`src/hw/ubs_params.svh`:
```
// Register map, field positions, reset values and timing counts of the serial block
`ifndef UBS_PARAMS_SVH
`define UBS_PARAMS_SVH
// Register offsets
`define UBS_ADDR_MODE  16'hFF70
`define UBS_ADDR_STAT  16'hFF71
`define UBS_ADDR_BAUD  16'hFF73
`define UBS_ADDR_RXB   16'hFF74
`define UBS_ADDR_TXB   16'hFF75
`define UBS_ADDR_STATE 16'hFF76
// Reset values
`define UBS_MODE_RST   8'h00
`define UBS_BAUD_RST   4'h0
`define UBS_RXB_RST    8'h00
// Status field positions
`define UBS_PE_BIT     2
`define UBS_FE_BIT     1
`define UBS_OVE_BIT    0
// Baud select field and codes
`define UBS_SEL_LSB    4
`define UBS_SEL_EXT    4'h8
// Oversample counts: sixteen source ticks per bit, sample in the middle
`define UBS_OS_LAST    4'hF
`define UBS_OS_MID     4'h7
`endif

```
`src/hw/ubs_pkg.sv`:
```
// Types shared by the serial block: mode fields, error flags and state encodings
package ubs_pkg;
   typedef enum logic [1:0] {
      UBS_PAR_NONE = 2'h0,
      UBS_PAR_ZERO = 2'h1,
      UBS_PAR_ODD  = 2'h2,
      UBS_PAR_EVEN = 2'h3
   } ubs_par_t;

   typedef struct packed {
      logic       tx_en;
      logic       rx_en;
      ubs_par_t   parity_sel;
      logic       char_length_bit;
      logic       stop_length_bit;
      logic [1:0] rsvd;
   } ubs_mode_t;

   typedef struct packed {
      logic parity_error_flag;
      logic framing_error_flag;
      logic overrun_flag;
   } ubs_err_t;

   typedef enum logic [4:0] {
      UBS_RX_IDLE  = 5'h01,
      UBS_RX_START = 5'h02,
      UBS_RX_DATA  = 5'h04,
      UBS_RX_PAR   = 5'h08,
      UBS_RX_STOP  = 5'h10
   } ubs_rx_st_t;

   typedef enum logic [4:0] {
      UBS_TX_IDLE  = 5'h01,
      UBS_TX_START = 5'h02,
      UBS_TX_DATA  = 5'h04,
      UBS_TX_PAR   = 5'h08,
      UBS_TX_STOP  = 5'h10
   } ubs_tx_st_t;

   // Odd count of ones among the valid character bits
   function automatic logic ubs_ones_odd(input logic [7:0] d, input logic char8);
      return ^(char8 ? d : {1'b0, d[6:0]});
   endfunction : ubs_ones_odd
endpackage : ubs_pkg

```
`src/hw/ubs_brg.sv`:
```
// Baud source: power-of-two prescaler or synchronised external clock pin
`timescale 1ns/1ps
`default_nettype none
`include "ubs_params.svh"
module ubs_brg
   import ubs_pkg::*;
(
   input  wire logic       sys_clk,  // System clock
   input  wire logic       srst,     // Synchronous reset
   input  wire logic       clk_en,   // Freezes all state while low
   input  wire logic [3:0] sel,      // Source select code
   input  wire logic       ext_pin,  // External baud clock pin
   output logic            os_tick   // One pulse per source clock period
);
   logic [7:0] pre;
   logic [7:0] mask;
   logic       ext_meta;
   logic       ext_sync;
   logic       ext_dly;

   // Code k divides by 2^(k+1): low k+1 prescaler bits all ones
   always_comb mask = 8'hFF >> (3'h7 - sel[2:0]);

   // Free running prescaler
   always_ff @(posedge sys_clk) begin
      if (srst) pre <= 8'h00;
      else if (clk_en) pre <= pre + 8'h01;
   end

   // Pin synchroniser; the second stage and its delayed copy (ext_dly) feed the edge detector
   always_ff @(posedge sys_clk) begin
      if (srst) begin
         ext_meta <= 1'b0;
         ext_sync <= 1'b0;
         ext_dly  <= 1'b0;
      end else if (clk_en) begin
         ext_meta <= ext_pin;
         ext_sync <= ext_meta;
         ext_dly  <= ext_sync;
      end
   end

   // Prohibited codes give no tick at all, so the link simply stalls
   always_ff @(posedge sys_clk) begin
      if (srst) os_tick <= 1'b0;
      else if (clk_en) begin
         if (sel[3]) os_tick <= (sel == `UBS_SEL_EXT) && ext_sync && !ext_dly;
         else os_tick <= ((pre & mask) == mask);
      end
   end
endmodule : ubs_brg
`default_nettype wire

```
`src/hw/ubs_top.sv`:
```
// Asynchronous serial block: mode, error status, baud select, receiver and transmitter
//
// The implementer's own choice: strobed register access.
`timescale 1ns/1ps
`default_nettype none
`include "ubs_params.svh"
module ubs_top
   import ubs_pkg::*;
(
   input  wire logic        sys_clk,                  // System clock, 40 MHz
   input  wire logic        srst,                     // Synchronous reset, active high
   input  wire logic        clk_en,                   // Freezes all state while low
   input  wire logic [15:0] addr,                     // Register address
   input  wire logic [7:0]  wr_data,                  // Write data
   input  wire logic        wr_stb,                   // Write strobe, one cycle
   input  wire logic        rd_stb,                   // Read strobe, one cycle
   output logic      [7:0]  rd_data,                  // Read data, cycle after strobe
   input  wire logic        rxd_pin,                  // Serial receive pin
   input  wire logic        external_baud_clock_pin,  // External baud source pin
   output logic             txd                       // Serial transmit pin, idles high
);
   ubs_mode_t  async_mode_reg;
   logic [3:0] baud_sel;
   ubs_err_t   err;
   ubs_err_t   done_err;
   logic [7:0] receive_buffer;
   logic       rx_full;
   logic       os_tick;
   logic       rx_meta;
   logic       rx_sync;
   ubs_rx_st_t rx_st;
   logic [3:0] rx_os;
   logic [2:0] rx_idx;
   logic [7:0] rx_shift;
   logic       rx_par;
   logic       frame_done;
   logic       rxb_read;
   ubs_tx_st_t tx_st;
   logic [3:0] tx_os;
   logic [2:0] tx_idx;
   logic [2:0] next_tx_idx;
   logic [2:0] last_idx;
   logic [7:0] tx_char;
   logic       tx_stop2nd;
   logic       tx_go;
   logic       par_bit;
   logic [7:0] stat_byte;

   ubs_brg u_brg (
      .sys_clk (sys_clk),
      .srst    (srst),
      .clk_en  (clk_en),
      .sel     (baud_sel),
      .ext_pin (external_baud_clock_pin),
      .os_tick (os_tick)
   );

   // Strobe decodes and shared helpers
   assign rxb_read    = clk_en && rd_stb && (addr == `UBS_ADDR_RXB);
   assign tx_go       = clk_en && wr_stb && (addr == `UBS_ADDR_TXB)
                        && async_mode_reg.tx_en && (tx_st == UBS_TX_IDLE);
   assign last_idx    = async_mode_reg.char_length_bit ? 3'h7 : 3'h6;
   assign next_tx_idx = tx_idx + 3'h1;

   // Mode register; low two bits stay zero
   always_ff @(posedge sys_clk) begin
      if (srst) async_mode_reg <= ubs_mode_t'(`UBS_MODE_RST);
      else if (clk_en && wr_stb && addr == `UBS_ADDR_MODE)
         async_mode_reg <= ubs_mode_t'({wr_data[7:2], 2'b00});
   end

   // Baud select; only the upper nibble is stored
   always_ff @(posedge sys_clk) begin
      if (srst) baud_sel <= `UBS_BAUD_RST;
      else if (clk_en && wr_stb && addr == `UBS_ADDR_BAUD)
         baud_sel <= wr_data[7:4];
   end

   // Receive pin synchroniser
   always_ff @(posedge sys_clk) begin
      if (srst) begin
         rx_meta <= 1'b1;
         rx_sync <= 1'b1;
      end else if (clk_en) begin
         rx_meta <= rxd_pin;
         rx_sync <= rx_meta;
      end
   end

   // Receiver: start is confirmed at half a bit, then one sample per bit
   always_ff @(posedge sys_clk) begin
      if (srst) begin
         rx_st    <= UBS_RX_IDLE;
         rx_os    <= 4'h0;
         rx_idx   <= 3'h0;
         rx_shift <= 8'h00;
         rx_par   <= 1'b0;
      end else if (clk_en) begin
         if (!async_mode_reg.rx_en) rx_st <= UBS_RX_IDLE; // Abort leaves buffer as is
         else if (os_tick) begin
            rx_os <= rx_os + 4'h1;
            case (rx_st)
               UBS_RX_IDLE: begin
                  rx_os <= 4'h0;
                  if (!rx_sync) rx_st <= UBS_RX_START;
               end
               UBS_RX_START: begin
                  if (rx_os == `UBS_OS_MID) begin
                     rx_os  <= 4'h0;
                     rx_idx <= 3'h0;
                     rx_st  <= rx_sync ? UBS_RX_IDLE : UBS_RX_DATA; // Glitch filter
                  end
               end
               UBS_RX_DATA: begin
                  if (rx_os == `UBS_OS_LAST) begin
                     rx_shift[rx_idx] <= rx_sync;
                     rx_idx <= rx_idx + 3'h1;
                     if (rx_idx == last_idx)
                        rx_st <= (async_mode_reg.parity_sel == UBS_PAR_NONE) ?
                                 UBS_RX_STOP : UBS_RX_PAR;
                  end
               end
               UBS_RX_PAR: begin
                  if (rx_os == `UBS_OS_LAST) begin
                     rx_par <= rx_sync;
                     rx_st  <= UBS_RX_STOP;
                  end
               end
               UBS_RX_STOP: begin
                  if (rx_os == `UBS_OS_LAST) rx_st <= UBS_RX_IDLE;
               end
               default: rx_st <= UBS_RX_IDLE;
            endcase
         end
      end
   end

   assign frame_done = clk_en && async_mode_reg.rx_en && os_tick
                       && (rx_st == UBS_RX_STOP) && (rx_os == `UBS_OS_LAST);

   // Error causes of the frame now completing
   always_comb begin
      done_err = '0;
      case (async_mode_reg.parity_sel)
         UBS_PAR_EVEN: done_err.parity_error_flag =
            ubs_ones_odd(rx_shift, async_mode_reg.char_length_bit) ^ rx_par;
         UBS_PAR_ODD: done_err.parity_error_flag =
            !(ubs_ones_odd(rx_shift, async_mode_reg.char_length_bit) ^ rx_par);
         default: done_err.parity_error_flag = 1'b0;
      endcase
      done_err.framing_error_flag = !rx_sync;
      done_err.overrun_flag       = rx_full && !rxb_read;
   end

   // Buffer and flags; a completing frame wins over a same-cycle read
   always_ff @(posedge sys_clk) begin
      if (srst) begin
         receive_buffer <= `UBS_RXB_RST;
         rx_full        <= 1'b0;
         err            <= '0;
      end else if (frame_done) begin
         receive_buffer <= async_mode_reg.char_length_bit ?
                           rx_shift : {1'b0, rx_shift[6:0]};
         rx_full        <= 1'b1;
         err            <= done_err;
      end else if (rxb_read) begin
         rx_full <= 1'b0;
         err     <= '0;
      end
   end

   // Parity bit to send
   always_comb begin
      case (async_mode_reg.parity_sel)
         UBS_PAR_EVEN: par_bit = ubs_ones_odd(tx_char, 1'b1);
         UBS_PAR_ODD:  par_bit = !ubs_ones_odd(tx_char, 1'b1);
         default:      par_bit = 1'b0;
      endcase
   end

   // Transmitter; writes while busy are dropped, so poll the state register
   always_ff @(posedge sys_clk) begin
      if (srst) begin
         tx_st      <= UBS_TX_IDLE;
         tx_os      <= 4'h0;
         tx_idx     <= 3'h0;
         tx_char    <= 8'h00;
         tx_stop2nd <= 1'b0;
         txd        <= 1'b1;
      end else if (clk_en) begin
         if (!async_mode_reg.tx_en) begin
            tx_st <= UBS_TX_IDLE;
            txd   <= 1'b1;
         end else if (tx_go) begin
            tx_char    <= async_mode_reg.char_length_bit ?
                          wr_data : {1'b0, wr_data[6:0]};
            tx_st      <= UBS_TX_START;
            tx_os      <= 4'h0;
            tx_idx     <= 3'h0;
            tx_stop2nd <= 1'b0;
            txd        <= 1'b0;
         end else if (os_tick && tx_st != UBS_TX_IDLE) begin
            tx_os <= tx_os + 4'h1;
            if (tx_os == `UBS_OS_LAST) begin
               case (tx_st)
                  UBS_TX_START: begin
                     tx_st <= UBS_TX_DATA;
                     txd   <= tx_char[0];
                  end
                  UBS_TX_DATA: begin
                     tx_idx <= next_tx_idx;
                     if (tx_idx != last_idx) txd <= tx_char[next_tx_idx];
                     else if (async_mode_reg.parity_sel == UBS_PAR_NONE) begin
                        tx_st <= UBS_TX_STOP;
                        txd   <= 1'b1;
                     end else begin
                        tx_st <= UBS_TX_PAR;
                        txd   <= par_bit;
                     end
                  end
                  UBS_TX_PAR: begin
                     tx_st <= UBS_TX_STOP;
                     txd   <= 1'b1;
                  end
                  UBS_TX_STOP: begin
                     if (async_mode_reg.stop_length_bit && !tx_stop2nd) tx_stop2nd <= 1'b1;
                     else tx_st <= UBS_TX_IDLE;
                  end
                  default: tx_st <= UBS_TX_IDLE;
               endcase
            end
         end
      end
   end

   // Status byte, upper bits zero
   always_comb begin
      stat_byte = 8'h00;
      stat_byte[`UBS_PE_BIT]  = err.parity_error_flag;
      stat_byte[`UBS_FE_BIT]  = err.framing_error_flag;
      stat_byte[`UBS_OVE_BIT] = err.overrun_flag;
   end

   // Read port: data registered, unmapped and write-only addresses read zero
   always_ff @(posedge sys_clk) begin
      if (srst) rd_data <= 8'h00;
      else if (clk_en) begin
         if (!rd_stb) rd_data <= 8'h00;
         else if (addr == `UBS_ADDR_MODE) rd_data <= async_mode_reg;
         else if (addr == `UBS_ADDR_STAT) rd_data <= stat_byte;
         else if (addr == `UBS_ADDR_BAUD) rd_data <= {baud_sel, 4'h0};
         else if (addr == `UBS_ADDR_RXB) rd_data <= receive_buffer;
         else if (addr == `UBS_ADDR_STATE)
            rd_data <= {6'h00, rx_full, tx_st != UBS_TX_IDLE};
         else rd_data <= 8'h00;
      end
   end
endmodule : ubs_top
`default_nettype wire

```
`config.mk`:
```
export PLATFORM = sky130hd
export DESIGN_NAME = ubs_top
export DESIGN_NICKNAME = d
export VERILOG_FILES = /design/src/hw/ubs_pkg.sv /design/src/hw/ubs_brg.sv /design/src/hw/ubs_top.sv
export VERILOG_INCLUDE_DIRS = /design/src /design/src/hw
export SDC_FILE = /design/constraint.sdc
export NUM_CORES = 1
export LEC_CHECK = 0
export ABC_CLOCK_PERIOD_IN_PS = 2650
export BUFFER_PORTS_ARGS = -buffer_cell sky130_fd_sc_hd__buf_2
export CORE_MARGIN = 2
export CORE_UTILIZATION = 43
export CTS_CLUSTER_SIZE = 24
export DETAILED_ROUTE_END_ITERATION = 8
export PLACE_DENSITY = 0.73
export SLEW_MARGIN = 20
export SYNTH_ARGS = -nofsm -noshare
export SYNTH_HDL_FRONTEND = slang
export SYNTH_SLANG_ARGS = --single-unit
```
`constraint.sdc`:
```
create_clock -name sys_clk -period 2.65 [get_ports sys_clk]
set_clock_uncertainty 0.1 [all_clocks]
set_input_delay 0.265 -clock sys_clk [delete_from_list [all_inputs] [get_ports sys_clk]]
set_output_delay 0.265 -clock sys_clk [all_outputs]
set_load 0.01 [all_outputs]
```
==> results.md <==
* Status: complete, no violations
* #FFs+latches synth at 87
* Synth warnings at 0
* RSZ-0062 raised after global routing: false
* Hold depth at 3
* Max Cap Viol at 0
* Die Area at 10600 sq um
* Final Cycle Share at 0.905
* Critical path's largest stage delay at 0.49 ns
* Largest net degree at the start of global routing at 46
* Pleak at 1.84 nW
* Nets at 591
* Critical path, cell by cell: ha_1 -> nand3_1 -> and2_1 -> a221o_1 -> or2_1 -> or4_1 -> a31oi_1
* PostCTS Resize Cnt at 0
* Clock Pin Slew Worst Setup and Hold Paths at 0.09 ns
* CTS Hold Buffers Added at 0
* Post-synth cell types at 50
* Final hold viol count at 0
* Worst-case clock buffer depth at 2
* Crit. path cell count at 7
* Sequential power share at 0.511
* Post-layout util at 0.501
* Seq/Total Area, Yosys at 0.412
* Comb pwr share at 0.041
* Vias/cell at 5.40
* Worst-path maximum fanout at 6
* Clk sink count at 87
* Final WS setup at 0.252 ns
* Routed Wire Length at 10000 microns
* Final setup TNS at 0 ns
* Worst-skew pair later-pin latency at 0.37 ns
* Pins Over Slew Limit at 0
* Initial antenna violation count at 0
* Most frequent cells in the layout: 87 x dfxtp_1, 79 x nor2_1, 71 x nand2_1
* Int Pwr at 0.00199 W
* Hold Crit Class: input pin to flop
* DR pass1 iterations at 4
* I/O pins at 40
* CP bufs+invs at 0
* Wire length per cell at 14.4 microns
* CTS tree: done
* Slew headroom at 0.631
* Global placement routability congestion at 0.905
* Mapped cell area at 4230 sq um
* First-pass GRT wire length at 16200 microns
* CP endpoint kind: flop
* Cells after Synth at 517
* PortBufs at 39
* Sw power at 0.000596 W
* Element type at the critical path start: flop
* Cell Rows at 36
* Die height at 103 microns
* Setup WS pre-CTS at 0.301 ns
* Fill cells at 933
* Power Dens Cells at 536 nW/um^2
* Most common cell after layout, fill and taps aside: dfxtp_1
* Crit Path Class: flop to flop
* Die Span X at 103 microns
* Vias at 3745
* H-tree levels at 3
* Synth Flop Type: dfxtp_1
* Routed Antenna Nets at 0
* Final HPWL DP at 7250 microns
* Peak supply drop at 0.279 mV
* Crit-path slowest cell: or4_1
* Total gr overflow at 0
* Vias in the first global route at 3362
* Iteration-0 DRC Markers at 240
* Layout area overhead at 14.2%
* Setup-failing EPs final at 0
* All-Layer GR Usage at 0.195
* Fmax at 417 MHz
* Asr flop ratio synth at 0
* Syn avg cell area at 8.18 sq um
* Cell Count, Final, Fillers Out at 693
* Cells after DPL at 677
* Clk root buf: clkbuf_8
* Initial Utilization at 0.439
* Min Tclk post-route at 2.40 ns
* CP Data Arrival Time at 2.59 ns
* Worst EP required at 2.84 ns
* Share of cells above drive strength 1 at 0.132
* Worst slew pin tran at 0.549 ns
* Post-synth EDFFs at 0
* Diode count at 0
* Core Area at 9640 sq um
* Kind of cell adding the most delay to the critical path: simple AND/OR/NAND/NOR gates
* Postcts setup bufs at 0
* Synth Net Count at 553
* Clk pwr share at 0.448
* FF-to-FF path depth at 7
* DRC viols at 0
* CTS buffer count at 9
* Switching Share at 0.230
-- synth_stat cells (3+ instances only) --
cell / n / area share
and3_1: 9 / 0.013
nor2b_1: 4 / 0.0059
a21oi_1: 46 / 0.054
ha_1: 5 / 0.015
nand4_1: 10 / 0.015
dfxtp_1: 87 / 0.41
nor3b_1: 4 / 0.0071
nand3_1: 17 / 0.020
or2_2: 3 / 0.0044
mux2i_1: 27 / 0.064
nand4b_1: 3 / 0.0062
a22oi_1: 4 / 0.0071
clkbuf_1: 17 / 0.015
inv_1: 8 / 0.0071
or4_1: 4 / 0.0071
buf_1: 4 / 0.0035
nand2_1: 71 / 0.063
o21ai_0: 11 / 0.013
a222oi_1: 4 / 0.0095
nor2_1: 79 / 0.070
nor4_1: 7 / 0.010
a31oi_1: 6 / 0.0089
nor3_1: 10 / 0.012
nand2b_1: 4 / 0.0059
xnor2_1: 22 / 0.046
or3_1: 9 / 0.013
xor2_1: 11 / 0.023
-- path summary, 6_finish.rpt --
kind / slack [ns] / from / endpoint
min: 0.01 / rxd_pin / rx_meta
max reg2reg: 0.25 / rx_os[0] / rx_st[3]
min reg2reg: 0.37 / receive_buffer[0] / receive_buffer[0]
max: 0.25 / rx_os[0] / rx_st[3]
-- cell type report --
type                       instances  area, sq um  share of cell area
multi-input combinational        398         2360               0.488
timing repair buffer              50          278              0.0575
inverter                           9         33.8             0.00699
tap                              133          166              0.0344
clock buffer                       9          124              0.0256
sequential                        87         1740               0.361
clock inverter                     7          128              0.0264
-- power groups by stage --
stage	registers (W)	logic (W)	clock network, W
finish	0.00132	0.000105	0.00116
global route	0.00132	0.000114	0.00123
CTS	0.00132	0.000105	0.00118
detailed placement	0.00135	0.000105	0
global placement	0.00135	0.000102	0
floorplan	0.00135	0.0000555	0
-- cell families (layout without fill, tap and decap cells) --
| logic type | after synthesis | in the layout | share of synthesized area |
|---|---|---|---|
| simple gates | 245 | 245 | 0.277 |
| mux | 31 | 31 | 0.0799 |
| buf+inv | 32 | 75 | 0.0305 |
| xor+xnor | 33 | 33 | 0.0683 |
| fa+ha+maj | 5 | 5 | 0.0148 |
| flops | 87 | 87 | 0.412 |
| compound gates | 84 | 84 | 0.117 |
-- per-stage QoR --
step / power (W) / hold WS, ns / instance area, sq um
finish: 0.00259 / 0.0119 / 4830
global route: 0.00267 / 0.00606 / 4830
global placement: 0.00146 / 0.349 / 4580
detailed placement: 0.00146 / 0.354 / 4580
floorplan: 0.00141 / 0.293 / 4230
CTS: 0.00261 / 0.00658 / 4830
-- per-layer routing --
| layer | global-route usage | part of all wire |
|---|---|---|
| met1 | 0.265 | 0.46 |
| met2 | 0.316 | 0.48 |
| met3 | 0.0410 | 0.046 |
| met4 | 0.0547 | 0.012 |
| met5 | 0 | 0 |
-- tightest hold or removal path: stages --
cell     delay [ns]
buf_2          0.08
mux2i_1        0.05
nand2_1        0.06
No activity file was read; power rests on OpenSTA's default activity.
